$ cat src/pkg/lock_calib_cfg.svh
// constants of the pll lock calibration sequencer: offsets, fields, resets, timing
// assumes a 200 MHz core clock and 32-bit APB on both the fabric and the pll side
// Contract
// - calibrate after power-up and unit reset
// - write pll registers as APB initiator
// - write raised setting, wait 150 us, write real
// - raised setting is 1.5 to 1.9 times real
// - unit zero loads before unit one
// - lock loss restarts calibration when enabled
// - calibration reset reruns sequence after release
// - sleep low recalibrates that unit only
// - supply not ready recalibrates every unit
// - lock output low while unit recalibrates
// - default reset style fully synchronous to 50 MHz
// - alternate style: immediate assert, synchronous release
// - reset synchroniser built in for both styles
// - one shared APB target for dynamic reconfiguration
// - recalibration overwrites fabric-written pll values (only the oscillator feedback divider register is rewritten)
`ifndef LOCK_CALIB_CFG_SVH
`define LOCK_CALIB_CFG_SVH

// timing
`define CORE_CLK_MHZ     200
`define CAL_WAIT_US      150
`define CAL_WAIT_CYCLES  (`CAL_WAIT_US * `CORE_CLK_MHZ)

// fabric-side register map, byte addresses
`define REG_CTRL         12'h000
`define REG_STATUS       12'h004
`define WIN_BIT          11
`define WIN_UNIT_BIT     10

// control fields and reset value
`define CTRL_AUTO        0
`define CTRL_DYN         1
`define CTRL_ASYNC       2
`define CTRL_RST         3'h1

// pll side: offset of the oscillator feedback divider register
`define VCO_REG_OFS      10'h010

// raised setting = real * HI_NUM >> HI_SHIFT (1.75x)
`define HI_NUM           18'h00007
`define HI_SHIFT         2
`define RATIO_LO_X10     32'd15
`define RATIO_HI_X10     32'd19
`define RATIO_ONE_X10    32'd10

// default configuration
`define UNITS_USED_RST   2'h3
`define UNIT0_FBDIV_RST  16'h0020
`define UNIT1_FBDIV_RST  16'h0028

`endif

$ cat src/pkg/lock_calib_pkg.sv
// types shared by the calibration sequencer files
// assumes the constants header is included by whoever needs numbers
package lock_calib_pkg;
    typedef logic [31:0] word_t;             // apb data word
    typedef logic [11:0] addr_t;             // apb byte address
    typedef logic [15:0] fbdiv_t;            // feedback divider value

    typedef enum logic [1:0] {S_IDLE, S_HIGH, S_WAIT, S_ACTUAL} seq_state_e;
    typedef enum logic [1:0] {M_IDLE, M_SETUP, M_ACCESS} mst_state_e;

    // apb request as seen on a bus, used for both directions
    typedef struct packed {
        logic  psel;
        logic  penable;
        logic  pwrite;
        addr_t paddr;
        word_t pwdata;
    } apb_req_s;
endpackage : lock_calib_pkg

$ cat src/rtl/cal_reset_sync.sv
// reset conditioner for the active-low calibration reset
// assumes the 50 MHz clock and reset pin are synchronous to the core clock
`timescale 1ns/10ps
`include "lock_calib_cfg.svh"
module cal_reset_sync (
    input  logic clk,
    input  logic rst,
    input  logic fifty_clk,
    input  logic reset_low,
    input  logic async_style,
    output logic cal_rst
);
    logic       fifty_prev;   // last sample of the 50 MHz clock
    logic       tick;         // rising edge of the 50 MHz clock
    logic [1:0] stage;        // two-stage release pipe

    assign tick = fifty_clk & ~fifty_prev;

    // edge detect of the slow clock
    always_ff @(posedge clk) begin
        if (rst) begin
            fifty_prev <= 1'b0;
        end else begin
            fifty_prev <= fifty_clk;
        end
    end

    // asserted state held through core reset so calibration follows it
    always_ff @(posedge clk) begin
        if (rst) begin
            stage <= 2'h3;
        end else if (async_style && !reset_low) begin
            stage <= 2'h3;
        end else if (tick) begin
            stage <= {stage[0], ~reset_low};
        end
    end

    // async style bypasses the pipe on assertion only
    assign cal_rst = stage[1] | (async_style & ~reset_low);
endmodule : cal_reset_sync

$ cat src/rtl/lock_calib_controller.sv
// calibration sequencer for two clock-conditioning plls with fabric APB target
// assumes one core clock, pll register port on APB, inputs synchronous to CORE_CLK
`timescale 1ns/10ps
`include "lock_calib_cfg.svh"
module lock_calib_controller #(
    parameter int                       WAIT_CYCLES = `CAL_WAIT_CYCLES,
    parameter logic [1:0]               UNITS_USED  = `UNITS_USED_RST,
    parameter lock_calib_pkg::fbdiv_t   UNIT0_FBDIV = `UNIT0_FBDIV_RST,
    parameter lock_calib_pkg::fbdiv_t   UNIT1_FBDIV = `UNIT1_FBDIV_RST
) (
    input  logic                     CORE_CLK,
    input  logic                     RST,
    input  logic                     FIFTY_MHZ_CLOCK,
    input  logic                     CAL_RESET_LOW,
    input  logic                     PLL_SUPPLY_GOOD,
    input  logic                     UNIT0_SLEEP_LOW,
    input  logic                     UNIT1_SLEEP_LOW,
    input  logic                     UNIT0_PLL_LOCK,
    input  logic                     UNIT1_PLL_LOCK,
    input  lock_calib_pkg::apb_req_s FAB_IN,
    output lock_calib_pkg::word_t    FAB_PRDATA,
    output logic                     FAB_PREADY,
    output logic                     FAB_PSLVERR,
    output lock_calib_pkg::apb_req_s PLL_OUT,
    input  lock_calib_pkg::word_t    PLL_PRDATA,
    input  logic                     PLL_PREADY,
    input  logic                     PLL_PSLVERR,
    output logic                     UNIT0_LOCKED,
    output logic                     UNIT1_LOCKED
);
    import lock_calib_pkg::*;

    // one-hot mask of a unit
    function automatic logic [1:0] unit_mask(input logic u);
        unit_mask = u ? 2'h2 : 2'h1;
    endfunction : unit_mask

    // pll-side address: unit select above the register offset
    function automatic addr_t pll_addr(input logic u, input logic [9:0] ofs);
        pll_addr = {1'b0, u, ofs};
    endfunction : pll_addr

    // raised oscillator setting, 1.75 times the real one
    function automatic fbdiv_t hi_vco(input fbdiv_t f);
        logic [17:0] prod;
        prod = {2'h0, f} * `HI_NUM;
        hi_vco = prod[17:`HI_SHIFT];
    endfunction : hi_vco

    logic       cal_rst;        // conditioned calibration reset, active high
    logic [2:0] ctrl;           // auto-reset, dynamic config, async style
    logic [1:0] raw_lock;       // lock straight from the plls
    logic [1:0] lock_prev;      // lock one cycle ago
    logic [1:0] sleep_ok;       // unit awake (forced when single unit)
    logic [1:0] pend;           // unit waits for calibration
    logic [1:0] set_pend;       // new calibration events
    logic [1:0] clr_pend;       // unit taken by the sequencer
    logic [1:0] owned;          // unit pending or being calibrated
    logic [1:0] can;            // pending and allowed to start
    logic       supply_prev;    // supply-good one cycle ago
    logic       start;          // sequencer starts a unit
    logic       start_unit;     // unit it starts
    seq_state_e seq;            // sequencer state
    logic       cur_unit;       // unit under calibration
    logic [31:0] wait_cnt;      // settle wait down-counter
    logic [31:0] wait_seen;     // cycles spent waiting, checked only
    logic       seq_req;        // sequencer wants a pll write
    fbdiv_t     real_div;       // real divider of current unit
    word_t      seq_data;       // word the sequencer writes
    mst_state_e mst;            // pll-side initiator state
    logic       owner_seq;      // current transfer belongs to sequencer
    logic       mst_done;       // transfer finished, one cycle
    word_t      mst_rdata;      // read data of last transfer
    logic       mst_err;        // error flag of last transfer
    logic       fab_req;        // forwarded fabric access outstanding
    logic       fab_unit;       // unit the fabric access targets
    logic       fab_go;         // forwarded access may launch
    logic       fab_new;        // fresh fabric access phase
    logic       ctrl_wr;        // software writes control

    cal_reset_sync u_rsync (
        .clk         (CORE_CLK),
        .rst         (RST),
        .fifty_clk   (FIFTY_MHZ_CLOCK),
        .reset_low   (CAL_RESET_LOW),
        .async_style (ctrl[`CTRL_ASYNC]),
        .cal_rst     (cal_rst)
    );

    assign raw_lock = {UNIT1_PLL_LOCK, UNIT0_PLL_LOCK};
    // power-down only matters with both units in use
    assign sleep_ok = (UNITS_USED == 2'h3) ? {UNIT1_SLEEP_LOW, UNIT0_SLEEP_LOW} : 2'h3;
    assign owned    = pend | ((seq != S_IDLE) ? unit_mask(cur_unit) : 2'h0);

    // edge history for lock and supply
    always_ff @(posedge CORE_CLK) begin
        if (RST) begin
            lock_prev   <= 2'h0;
            supply_prev <= 1'b1;
        end else begin
            lock_prev   <= raw_lock;
            supply_prev <= PLL_SUPPLY_GOOD;
        end
    end

    // calibration events
    always_comb begin
        set_pend = 2'h0;
        if (cal_rst) begin
            set_pend = 2'h3;
        end
        if (supply_prev && !PLL_SUPPLY_GOOD) begin
            set_pend = 2'h3;
        end
        if (ctrl[`CTRL_AUTO]) begin
            set_pend = set_pend | (lock_prev & ~raw_lock & ~owned);
        end
        if (UNITS_USED == 2'h3) begin
            set_pend = set_pend | ~sleep_ok;
        end
        set_pend = set_pend & UNITS_USED;
    end

    // pending flags; a new event beats the clear in the same cycle
    always_ff @(posedge CORE_CLK) begin
        if (RST) begin
            pend <= UNITS_USED;
        end else begin
            pend <= (pend & ~clr_pend) | set_pend;
        end
    end

    // start only with supply good, unit awake and reset released
    assign can        = pend & sleep_ok & {2{PLL_SUPPLY_GOOD & ~cal_rst}};
    assign start      = (seq == S_IDLE) && (can != 2'h0);
    assign start_unit = ~can[0];
    assign clr_pend   = start ? unit_mask(start_unit) : 2'h0;

    // sequencer: raised write, settle wait, real write
    always_ff @(posedge CORE_CLK) begin
        if (RST || cal_rst) begin
            seq      <= S_IDLE;
            cur_unit <= 1'b0;
            wait_cnt <= 32'h0;
        end else begin
            case (seq)
                S_IDLE: begin
                    if (start) begin
                        seq      <= S_HIGH;
                        cur_unit <= start_unit;
                    end
                end
                S_HIGH: begin
                    if (mst_done && owner_seq) begin
                        seq      <= S_WAIT;
                        wait_cnt <= 32'(WAIT_CYCLES - 1);
                    end
                end
                S_WAIT: begin
                    if (wait_cnt == 32'h0) begin
                        seq <= S_ACTUAL;
                    end else begin
                        wait_cnt <= wait_cnt - 32'h1;
                    end
                end
                S_ACTUAL: begin
                    if (mst_done && owner_seq) begin
                        seq <= S_IDLE;
                    end
                end
                default: begin
                    seq <= S_IDLE;
                end
            endcase
        end
    end

    // wait length seen, read by checks only
    always_ff @(posedge CORE_CLK) begin
        if (RST || seq != S_WAIT) begin
            wait_seen <= 32'h0;
        end else begin
            wait_seen <= wait_seen + 32'h1;
        end
    end

    // data of the two calibration writes; real write wipes fabric edits to the feedback divider register only
    assign real_div = cur_unit ? UNIT1_FBDIV : UNIT0_FBDIV;
    assign seq_data = {16'h0, (seq == S_HIGH) ? hi_vco(real_div) : real_div};
    // guard on done stops a second launch before the state moves
    assign seq_req  = ((seq == S_HIGH) || (seq == S_ACTUAL)) && !mst_done;
    // fabric waits while the sequence owns its unit
    assign fab_go   = fab_req && !mst_done && !owned[fab_unit] && !seq_req;

    // pll-side APB initiator; sequencer has priority over fabric
    always_ff @(posedge CORE_CLK) begin
        if (RST) begin
            mst       <= M_IDLE;
            PLL_OUT   <= '0;
            owner_seq <= 1'b0;
            mst_done  <= 1'b0;
            mst_rdata <= 32'h0;
            mst_err   <= 1'b0;
        end else begin
            mst_done <= 1'b0;
            case (mst)
                M_IDLE: begin
                    if (seq_req) begin
                        PLL_OUT   <= '{1'b1, 1'b0, 1'b1, pll_addr(cur_unit, `VCO_REG_OFS), seq_data};
                        owner_seq <= 1'b1;
                        mst       <= M_SETUP;
                    end else if (fab_go) begin
                        PLL_OUT   <= '{1'b1, 1'b0, FAB_IN.pwrite, pll_addr(fab_unit, FAB_IN.paddr[9:0]),
                                       FAB_IN.pwdata};
                        owner_seq <= 1'b0;
                        mst       <= M_SETUP;
                    end
                end
                M_SETUP: begin
                    PLL_OUT.penable <= 1'b1;
                    mst             <= M_ACCESS;
                end
                M_ACCESS: begin
                    if (PLL_PREADY) begin
                        PLL_OUT.psel    <= 1'b0;
                        PLL_OUT.penable <= 1'b0;
                        mst_rdata       <= PLL_PRDATA;
                        mst_err         <= PLL_PSLVERR;
                        mst_done        <= 1'b1;
                        mst             <= M_IDLE;
                    end
                end
                default: begin
                    mst <= M_IDLE;
                end
            endcase
        end
    end

    // fabric APB target: local registers or window onto the plls
    assign fab_new = FAB_IN.psel && FAB_IN.penable && !FAB_PREADY && !fab_req;
    assign ctrl_wr = fab_new && !FAB_IN.paddr[`WIN_BIT] && FAB_IN.pwrite && (FAB_IN.paddr == `REG_CTRL);

    always_ff @(posedge CORE_CLK) begin
        if (RST) begin
            FAB_PREADY  <= 1'b0;
            FAB_PSLVERR <= 1'b0;
            FAB_PRDATA  <= 32'h0;
            fab_req     <= 1'b0;
            fab_unit    <= 1'b0;
        end else begin
            FAB_PREADY  <= 1'b0;
            FAB_PSLVERR <= 1'b0;
            if (fab_req) begin
                // forwarded access completes with the pll answer
                if (mst_done && !owner_seq) begin
                    fab_req     <= 1'b0;
                    FAB_PREADY  <= 1'b1;
                    FAB_PSLVERR <= mst_err;
                    FAB_PRDATA  <= FAB_IN.pwrite ? 32'h0 : mst_rdata;
                end
            end else if (fab_new) begin
                FAB_PREADY <= 1'b1;
                FAB_PRDATA <= 32'h0;
                if (FAB_IN.paddr[`WIN_BIT]) begin
                    if (ctrl[`CTRL_DYN]) begin
                        FAB_PREADY <= 1'b0;
                        fab_req    <= 1'b1;
                        fab_unit   <= FAB_IN.paddr[`WIN_UNIT_BIT];
                    end else begin
                        FAB_PSLVERR <= 1'b1; // window closed
                    end
                end else if (FAB_IN.paddr == `REG_CTRL) begin
                    FAB_PRDATA <= {29'h0, ctrl};
                end else if (FAB_IN.paddr == `REG_STATUS) begin
                    if (FAB_IN.pwrite) begin
                        FAB_PSLVERR <= 1'b1; // status is read only
                    end
                    FAB_PRDATA <= {23'h0, cur_unit, cal_rst, seq != S_IDLE,
                                   UNIT1_LOCKED, UNIT0_LOCKED, raw_lock, pend};
                end else begin
                    FAB_PSLVERR <= 1'b1; // unmapped
                end
            end
        end
    end

    // control register
    always_ff @(posedge CORE_CLK) begin
        if (RST) begin
            ctrl <= `CTRL_RST;
        end else if (ctrl_wr) begin
            ctrl <= FAB_IN.pwdata[2:0];
        end
    end

    // lock outputs forced low while the unit is owned
    always_ff @(posedge CORE_CLK) begin
        if (RST) begin
            UNIT0_LOCKED <= 1'b0;
            UNIT1_LOCKED <= 1'b0;
        end else begin
            UNIT0_LOCKED <= raw_lock[0] & ~owned[0] & UNITS_USED[0];
            UNIT1_LOCKED <= raw_lock[1] & ~owned[1] & UNITS_USED[1];
        end
    end
endmodule : lock_calib_controller
$ cat config.mk
export PLATFORM = sky130hd
export DESIGN_NAME = lock_calib_controller
export DESIGN_NICKNAME = d
export VERILOG_FILES = /design/src/pkg/lock_calib_pkg.sv /design/src/rtl/cal_reset_sync.sv /design/src/rtl/lock_calib_controller.sv
export VERILOG_INCLUDE_DIRS = /design/src /design/src/pkg
export SDC_FILE = /design/constraint.sdc
export NUM_CORES = 1
export LEC_CHECK = 0
export BUFFER_PORTS_ARGS = -buffer_cell sky130_fd_sc_hd__buf_2
export CAP_MARGIN = 25
export CORE_UTILIZATION = 40
export CTS_BUF_LIST = sky130_fd_sc_hd__clkbuf_4
export DETAILED_ROUTE_END_ITERATION = 16
export PLACE_DENSITY = 0.66
export SLEW_MARGIN = 20
export SYNTH_ARGS = -nofsm -noshare
export SYNTH_HDL_FRONTEND = slang
export SYNTH_SLANG_ARGS = --single-unit
$ cat constraint.sdc
create_clock -name CORE_CLK -period 2.7 [get_ports CORE_CLK]
set_input_delay 0.405 -clock CORE_CLK [delete_from_list [all_inputs] [get_ports CORE_CLK]]
set_output_delay 0.405 -clock CORE_CLK [all_outputs]
set_load 0.02 [all_outputs]
==> results of run 1 <==
==> critical path: stages, from the launching register on <==
cell and delay (ns):
dfxtp_1 0.41, inv_1 0.09, ha_1 0.28, o21bai_1 0.22, or2_2 0.19, a21o_1 0.12
buf_4 0.38, nand2_1 0.27, a311oi_1 0.27
==> state kept, by name, summed over array words and instances (netlist names), 2 cells and up <==
signal and cells:
seq 2, pend 2, FAB_PRDATA 32, ctrl 3, lock_prev 2, mst_rdata 32, wait_cnt 32, PLL_OUT 46
mst 2, u_rsync.stage 2
==> final timing paths <==
kind / from / slack, ns / cells after the start / to
max: seq[0]$_SDFFE_PP0P_ / 0.36 / 8 / PLL_OUT[42]$_SDFFE_PP0P_
min: FAB_IN[22] / 0.04 / 3 / PLL_OUT[22]$_SDFFE_PP0P_
max reg2reg: seq[0]$_SDFFE_PP0P_ / 0.36 / 8 / PLL_OUT[42]$_SDFFE_PP0P_
min reg2reg: FAB_PRDATA[14]$_SDFFE_PP0P_ / 0.46 / 2 / FAB_PRDATA[14]$_SDFFE_PP0P_
==> stage by stage <==
step                      area (sq um)  cells
after global routing              8612   1183
after global placement            8001   1119
final                             8615   1184
after floorplan                   6905    755
after detailed placement          8001   1119
after CTS                         8409   1162
==> layer usage <==
metal | wire length, um | part of all wire (%)
met3 | 1247 | 6.4
met4 | 289 | 1.5
met2 | 9277 | 48
met5 | 13 | 0.067
met1 | 8610 | 44
==> cell usage after synthesis (all sizes together), types with 2 or more instances <==
master / instances / area share [%]
or3: 14 / 1.3
o211ai: 6 / 0.65
a21oi: 56 / 4.1
clkbuf: 45 / 2.7
a221oi: 8 / 1.0
a31oi: 6 / 0.54
o41ai: 4 / 0.62
nor3b: 4 / 0.43
a21o: 2 / 0.22
and2: 3 / 0.29
nor3: 36 / 3.0
nand2: 64 / 3.5
o21ai: 20 / 1.4
nor2b: 6 / 0.54
a32oi: 35 / 4.4
nor4: 14 / 1.8
a211oi: 5 / 0.62
a22o: 35 / 4.4
or4: 11 / 1.3
or2: 8 / 0.72
o31ai: 14 / 1.6
nand4: 11 / 1.1
nand2b: 5 / 0.45
buf: 7 / 0.80
a311oi: 5 / 0.63
mux2i: 12 / 1.7
dfxtp: 167 / 48
nand4b: 3 / 0.38
inv: 17 / 0.92
and4: 2 / 0.25
ha: 8 / 1.4
nand3: 36 / 2.8
nor2: 71 / 3.9
==> final cells by class <==
cell class / count / area, sq um / share of cell area (%)
clock inverter: 14 / 160.2 / 1.859
sequential: 167 / 3343 / 38.81
tap: 220 / 275.3 / 3.195
multi-input combinational: 519 / 3273 / 38.00
inverter: 17 / 63.81 / 0.7407
clock buffer: 17 / 127.6 / 1.481
antenna: 2 / 5.005 / 0.05810
timing repair buffer: 228 / 1366 / 15.86
==> power breakdown <==
group | leakage [nW] | switching (mW) | total (mW) | internal, mW
Clock | 0.161 | 0.958 | 1.53 | 0.575
Sequential | 1.35 | 0.00619 | 2.49 | 2.48
Combinational | 2.07 | 0.137 | 0.249 | 0.112
Total | 3.57 | 1.10 | 4.27 | 3.17
==> cell families after synthesis <==
family	Yosys count	share of synthesized area, %
and+or+nand+nor	294	22.56
other	1	0.05431
muxes	12	1.740
buffers and inverters	69	4.457
DFF	167	48.41
adders and majority gates	8	1.450
AOI/OAI and AO/OA	204	21.33
==> repair_timing <==
item	4_1_cts	5_1_grt
resized for setup	0	0
hold endpoints to repair	12	20
hold buffers	12	20
setup endpoints to repair	0	0
==> impl_metrics.csv, run 1 <==
group,metric,value,unit
run_status,status,"complete, no violations",
grt,grt_pass1_vias,5958,
finish,nFillCells,1582,
grt,grt_max_degree,44,
route,drt-total-wl,19440,um
clock_network,cts_root_buf,"clkbuf_4",
route,drc,0,
critical_path,critPathCaptureType,"flop",
critical_path,cp.arrival,2.82,ns
placed_design,port_buffers,171,
clock_network,numCtsBuffers,17,
yosys,syn_area,6905,sq um
finish,drive_above_1_share,27.03,%
sta,rsz0062_at_grt,"false",
route,ant_nets,0,
critical_path,worstPathRequired,3.18,ns
route,drtIter0Drc,303,
sta,setup_viol,0,
sta,maxSlewHeadroom,58.21,%
clock_network,cts_buffer_depth,2,
finish,mostFrequentLayoutCells,"buf_2, dfxtp_1, nor2_1",
route,firstDrtPassIters,6,
floorplanning,io_pins,173,
pwr,peakVddDrop,0.0003777,V
min_path,hold_class,"in2reg",
grt,grt_use_total,21.61,%
floorplanning,start_util,41.35,%
clock_network,cts_tree,"yes",
pwr,power.density,495.4,nW/um^2
clock_network,cts_max_level,4,
grt,antenna_found_initial,2,
route,via_count,6486,
floorplanning,design.die.area,17790,sq um
yosys,yosysSeqAreaShare,48.41,%
critical_path,critPathKind,"reg2reg",
run,maxCapViolations,0,
grt,grt_use_met3,6.659,%
yosys,synthFlopType,"dfxtp_1",
clock_network,clk_latency,0.58,ns
critical_path,path_max_fanout,41,
route,avgRoutedWirePerCell,16.42,um
sta,setup_ws,0.3609,ns
clock_network,cts_setup_buffers,0,
yosys,synth_edf_count,0,
critical_path,critPathLaunchType,"flop",
pwr,finalPower,4.267,mW
route,viasPerCell,5.478,
grt,grt_pass1_wl,30690,um
grt,gr-usage-met1,27.07,%
placed_design,dpl.hpwl,13090,um
finish,final_common_cell,"buf_2",
floorplanning,die_w,133.4,um
yosys,synth-async-reset-ratio,0,%
sta,period_needed,2.339,ns
clock_network,clk_pin_slew,0.16,ns
yosys,syn_nets,853,
finish,post-route-util,51.58,%
finish,area.growth.synth_to_final,24.75,%
sta,fin_hold_ws,0.04035,ns
grt,use_met2,35.56,%
yosys,syn-instance-count,755,
grt,grt.overflow.total,0,
yosys,ys_warn_count,0,
sta,skew,0.02285,ns
floorplanning,row_count,47,
floorplanning,core,16700,sq um
sta,period_share,86.63,%
yosys,yosysUniqueCellTypes,68,
pwr,p_leak,3.574,nW
sta,tns,0,ns
sta,maxSlewViolCount,0,
placed_design,pre_cts_ws,0.4395,ns
floorplanning,die_h,133.4,um
finish,nets,1048,
yosys,synth_seq_cells,167,
grt,grt_busiest_layer,"met2",
sta,fmax,427.5,MHz
sta,tightest_slew,0.6217,ns
yosys,syn_area_per_cell,9.146,sq um
placed_design,gp_congestion,0.8597,
clock_network,clkSinkCount,167,
sta,hold_viol,0,
Note: power is estimated with default switching activity, not from simulation.
==> run 2, diff against run 1 <==
CORE_UTILIZATION = 46   (was 40)
PLACE_DENSITY = 0.74   (was 0.66)
==> impl_metrics.csv, run 2 (same netlist as run 1, synthesis figures left out) <==
group,metric,value,unit
run_status,status,"complete, no violations",
critical_path,critPathKind,"reg2reg",
clock_network,clk_pin_slew,0.15,ns
finish,largest_register,"PLL_OUT",
finish,largest_reg_flops,46,
sta,fmax,406.7,MHz
sta,tns,0,ns
finish,nets,1020,
clock_network,clk_latency,0.57,ns
finish,drive_above_1_share,27.81,%
clock_network,cts_max_level,4,
route,avgRoutedWirePerCell,16.67,um
floorplanning,die_w,124.5,um
finish,mostFrequentLayoutCells,"buf_2, dfxtp_1, nor2_1",
grt,grt_pass1_vias,6123,
grt,grt_pass1_wl,30440,um
route,drt-total-wl,18680,um
grt,antenna_found_initial,1,
critical_path,cp.arrival,2.94,ns
critical_path,r2r_slack,0.24,ns
sta,period_share,91.07,%
grt,grt_use_total,24.15,%
floorplanning,design.die.area,15510,sq um
critical_path,critPathLaunchType,"flop",
sta,setup_viol,0,
pwr,finalPower,4.137,mW
sta,maxSlewHeadroom,40.39,%
critical_path,worstPathRequired,3.18,ns
grt,grt.overflow.total,0,
sta,skew,0.01731,ns
clock_network,cts_resized,0,
sta,rsz0062_at_grt,"false",
min_path,hold_path_startpoint,"PLL_PRDATA[29]",
route,viasPerCell,5.783,
finish,area.growth.synth_to_final,20.08,%
critical_path,critPathCaptureType,"flop",
route,ant_nets,0,
placed_design,placed_area,7985,sq um
placed_design,gp_congestion,0.8470,
clock_network,cts_root_buf,"clkbuf_4",
route,via_count,6477,
placed_design,dpl.hpwl,12950,um
critical_path,path_max_fanout,26,
clock_network,cts-hold-fix-buffers,0,
route,drc,0,
floorplanning,io_pins,173,
pwr,power.density,498.9,nW/um^2
run,maxCapViolations,0,
floorplanning,core,14590,sq um
min_path,hold_class,"in2reg",
clock_network,clkSinkCount,167,
sta,period_needed,2.459,ns
floorplanning,die_h,124.5,um
route,drtIter0Drc,488,
grt,grt_max_degree,85,
sta,fin_hold_ws,0.03863,ns
placed_design,port_buffers,171,
critical_path,timing.rr.end,"PLL_OUT[2]$_SDFFE_PP0P_",
floorplanning,start_util,47.33,%
route,firstDrtPassIters,5,
finish,nFillCells,1319,
sta,maxSlewViolCount,0,
clock_network,numCtsBuffers,17,
sta,hold_viol,0,
min_path,whs_path_depth,2,
clock_network,cts_tree,"yes",
min_path,whs_endpoint,"mst_rdata[29]$_SDFFE_PP0P_",
pwr,peakVddDrop,0.0003851,V
pwr,p_leak,3.449,nW
finish,final_common_cell,"buf_2",
clock_network,cts_buffer_depth,2,
sta,tightest_slew,0.8941,ns
clock_network,cts_setup_buffers,0,
finish,fin_area,8292,sq um
critical_path,rr_worst_depth,7,
floorplanning,row_count,44,
critical_path,reg2reg_from,"seq[0]$_SDFFE_PP0P_",
run 2: cell types whose count changed in the layout (fill, tap and decap cells not counted), sizes merged:
cell,before,now
clkinv,3,7
inv,26,23
dlygate4sd3,32,3
diode,2,1
bufinv,2,1
clkinvlp,0,1
buf,196,197
run 2: worst max-delay path by stage:
stage | startpoint | endpoint | slack [ns] | depth (start not counted)
5_1_grt | seq[0]$_SDFFE_PP0P_ | PLL_OUT[2]$_SDFFE_PP0P_ | 0.02 | 8
4_1_cts | seq[0]$_SDFFE_PP0P_ | PLL_OUT[2]$_SDFFE_PP0P_ | 0.28 | 8
3_5_place_dp | seq[0]$_SDFFE_PP0P_ | PLL_OUT[4]$_SDFFE_PP0P_ | 0.32 | 8
6_report | seq[0]$_SDFFE_PP0P_ | PLL_OUT[2]$_SDFFE_PP0P_ | 0.24 | 7
3_3_place_gp | seq[0]$_SDFFE_PP0P_ | PLL_OUT[42]$_SDFFE_PP0P_ | 0.36 | 8
2_1_floorplan | seq[1]$_SDFFE_PP0P_ | wait_cnt[8]$_SDFFE_PP0P_ | 0.60 | 9
run 2: metrics by stage:
| stage | setup slack (ns) | std cells | utilization [%] |
|---|---|---|---|
| final | 0.2410 | 1120 | 56.84 |
| after global routing | 0.02459 | 1120 | 56.84 |
| after CTS | 0.2826 | 1116 | 56.61 |
| after detailed placement | 0.3181 | 1084 | 54.73 |
| after global placement | 0.3634 | 1084 | 54.73 |
| after floorplan | 0.5958 | 755 | - |
run 2: worst max-delay path, stage by stage (launching register included):
cell      delay, ns
dfxtp_1        0.42
inv_1          0.08
ha_1           0.26
o211ai_1       0.37
a21o_1         0.56
buf_12         0.25
nand2_1        0.16
a311oi_1       0.26
run 2: per-layer routing:
| metal | GRT usage (%) | routed length (um) | part of all wire [%] | up-vias |
|---|---|---|---|---|
| met5 | 0 | 0 | 0 | - |
| met4 | 8.079 | 386 | 2.1 | 0 |
| met1 | 29.91 | 7857 | 42 | 3063 |
| li1 | - | - | - | 3160 |
| met3 | 6.057 | 1260 | 6.7 | 25 |
| met2 | 40.75 | 9170 | 49 | 229 |
run 2: power breakdown:
group / internal (mW) / leakage, nW / switching [mW] / total [mW]
registers: 2.48 / 1.35 / 0.00689 / 2.49
logic: 0.0838 / 1.96 / 0.131 / 0.215
clock network: 0.480 / 0.145 / 0.956 / 1.44
total: 3.04 / 3.45 / 1.09 / 4.14
run 2: area by class of cell:
class	count	area, sq um	area share, %
clock buffers	17	127.6	1.539
diodes	1	2.502	0.03018
inverters	17	63.81	0.7696
clock inverters	15	146.4	1.766
repair buffers	200	1096	13.22
well taps	184	230.2	2.777
flip-flops and latches	167	3343	40.32
multi-input cells	519	3282	39.58
==> run 3, diff against run 2 <==
ABC_AREA = 1   (was unset)
CORE_UTILIZATION = 56   (was 46)
PLACE_DENSITY = 0.86   (was 0.74)
==> impl_metrics.csv, run 3 <==
group,metric,value,unit
run_status,status,"complete, no violations",
clock_network,cts_tree,"yes",
clock_network,numCtsBuffers,17,
grt,grt_use_total,29.34,%
yosys,synth.most_common_cell,"nand2_1",
critical_path,cp_slowest_cell,"dfxtp_1",
finish,nFillCells,1094,
finish,largest_register,"PLL_OUT",
finish,area.growth.synth_to_final,19.60,%
grt,grt_pass1_wl,33390,um
finish,largest_reg_flops,46,
critical_path,cp.buffers_inverters,3,
run,maxCapViolations,0,
critical_path,worstPathRequired,3.19,ns
pwr,p_switching,1.071,mW
sta,maxSlewViolCount,0,
critical_path,path_max_fanout,25,
yosys,synth-async-reset-ratio,0,%
yosys,syn-instance-count,1081,
sta,rsz0062_at_grt,"false",
critical_path,critPathLaunchType,"flop",
critical_path,slowest_delay,0.39,ns
sta,maxSlewHeadroom,47.11,%
route,via_count,7700,
critical_path,cp_cell_sequence,"inv_1, ha_1, o21ai_1, nand2_1, nand3_1, nand2_2, inv_1, buf_12, nand2_1, a21oi_1",
yosys,synth_edf_count,0,
yosys,synth_commonest_cells,"nand2_1, dfxtp_1, nor2_1",
pwr,p_sw_share,24.17,%
finish,fin_area,8939,sq um
yosys,synth_top_area_cell,"dfxtp_1",
pwr,seq_power_share,56.2,%
yosys,syn_area_per_cell,6.913,sq um
yosys,syn_nets,1179,
route,avgRoutedWirePerCell,14.06,um
clock_network,clk_pin_slew,0.14,ns
route,drt-total-wl,20200,um
yosys,synthFlopType,"dfxtp_1",
critical_path,critPathKind,"reg2reg",
placed_design,gp_congestion,0.9174,
grt,grt.overflow.total,0,
grt,grt_max_degree,63,
sta,setup_viol,0,
finish,mostFrequentLayoutCells,"nand2_1, buf_2, dfxtp_1",
sta,fmax,458.3,MHz
sta,period_needed,2.182,ns
sta,hold_viol,0,
clock_network,cts_resized,0,
clock_network,cts_root_buf,"clkbuf_4",
route,drtIter0Drc,644,
critical_path,path_delay_family,"buffers and inverters",
route,firstDrtPassIters,5,
clock_network,cts_setup_buffers,0,
yosys,synth_seq_cells,167,
clock_network,cts-hold-fix-buffers,7,
route,drc,0,
pwr,power.density,495.9,nW/um^2
grt,grt_pass1_vias,7232,
yosys,syn_area,7473,sq um
floorplanning,start_util,58.27,%
yosys,synth_top_area_share,44.73,%
floorplanning,io_pins,173,
sta,tightest_slew,0.7925,ns
clock_network,cts_buffer_depth,2,
placed_design,port_buffers,171,
pwr,clkPwrFrac,37.4,%
clock_network,clkSinkCount,167,
grt,antenna_found_initial,1,
yosys,yosysSeqAreaShare,44.73,%
pwr,pwr-share-comb,6.3,%
pwr,p_int,3.362,mW
placed_design,placed_area,8403,sq um
critical_path,critPathCaptureType,"flop",
sta,skew,0.02156,ns
critical_path,cp.arrival,2.68,ns
pwr,p_leak,4.281,nW
pwr,peakVddDrop,0.0005123,V
yosys,synth_area_leaders,"dfxtp_1, nand2_1, nand3_1",
floorplanning,design.die.area,13810,sq um
min_path,hold_class,"in2reg",
sta,tns,0,ns
floorplanning,die_w,117.5,um
route,ant_nets,0,
finish,final_common_cell,"nand2_1",
floorplanning,die_h,117.5,um
floorplanning,row_count,41,
yosys,yosysUniqueCellTypes,39,
route,viasPerCell,5.358,
sta,period_share,80.82,%
clock_network,cts_max_level,4,
finish,nets,1349,
placed_design,dpl.hpwl,13980,um
finish,drive_above_1_share,18.51,%
yosys,ys_warn_count,0,
clock_network,clk_latency,0.56,ns
floorplanning,core,12820,sq um
## run 3: changes by cell type after synthesis, moves of 10 or more
cell,previous run,this run
inv_1,17,69
clkbuf_1,43,33
nor3_1,33,8
o21ai_0,19,33
mux2i_1,12,0
nor2_1,71,126
nand3_1,34,115
a32oi_1,35,0
a21oi_1,56,107
a22o_1,35,0
nand2_1,63,315
or3_1,12,0
o31ai_1,13,1
## run 3: path summary, 6_finish.rpt
path,start,to,slack (ns),cells after the start
min reg2reg,PLL_OUT[24]$_SDFFE_PP0P_,PLL_OUT[24]$_SDFFE_PP0P_,0.47,2
max reg2reg,seq[1]$_SDFFE_PP0P_,PLL_OUT[22]$_SDFFE_PP0P_,0.52,10
min,PLL_PRDATA[21],mst_rdata[21]$_SDFFE_PP0P_,0.03,3
max,seq[1]$_SDFFE_PP0P_,PLL_OUT[22]$_SDFFE_PP0P_,0.52,10
## run 3: routing by layer
| layer | vias to the layer above | wire length (um) | GRT usage [%] |
|---|---|---|---|
| met2 | 265 | 10090 | 49.93 |
| met5 | - | 0 | 0 |
| met3 | 42 | 1278 | 7.897 |
| li1 | 3856 | - | - |
| met1 | 3537 | 8324 | 35.14 |
| met4 | 0 | 509 | 11.46 |
## run 3: kinds of logic (layout without fill, tap and decap cells)
kind of cell             after synthesis  in the layout  share of synthesized area [%]
adder cells (fa/ha/maj)                8              8                          1.339
XOR/XNOR                               5              5                         0.5861
other                                  1              2                        0.05018
AO/OA/AOI/OAI                        177            177                          12.84
flip-flops                           167            167                          44.73
AND/OR/NAND/NOR                      595            595                          33.23
buffers and inverters                128            311                          7.216
## run 3: layout make-up
| type | instances | area [sq um] | area share, % |
|---|---|---|---|
| multi-input combinational | 786 | 3593 | 40.20 |
| antenna | 1 | 2.502 | 0.02800 |
| sequential | 167 | 3343 | 37.40 |
| timing repair buffer | 205 | 1174 | 13.13 |
| inverter | 74 | 277.8 | 3.107 |
| clock inverter | 13 | 190.2 | 2.128 |
| tap | 172 | 215.2 | 2.408 |
| clock buffer | 19 | 142.6 | 1.596 |
## run 3: worst reg2reg max path: stages (launching register included)
cell and delay [ns]:
dfxtp_1 0.39, inv_1 0.09, ha_1 0.24, o21ai_1 0.25
nand2_1 0.08, nand3_1 0.16, nand2_2 0.07, inv_1 0.39
buf_12 0.23, nand2_1 0.07, a21oi_1 0.14
## run 3: power by group through the flow
stage | Sequential, mW | Combinational (mW) | Clock (mW)
final | 2.49 | 0.281 | 1.66
after global routing | 2.49 | 0.307 | 1.78
after CTS | 2.49 | 0.265 | 1.68
after detailed placement | 2.55 | 0.255 | 0
after global placement | 2.54 | 0.251 | 0
after floorplan | 2.56 | 0.121 | 0
## run 3: metrics by stage
step	worst slack, ns	cells	util (%)	hold WS, ns	power [mW]
after floorplan	0.9495	1081	-	0.4379	2.679
after global placement	0.6593	1384	65.52	0.4441	2.796
after detailed placement	0.5428	1384	65.52	0.4501	2.800
after CTS	0.5460	1423	68.66	0.001251	4.437
after global routing	0.2968	1437	69.70	-0.004464	4.582
final	0.5179	1437	69.70	0.03172	4.433
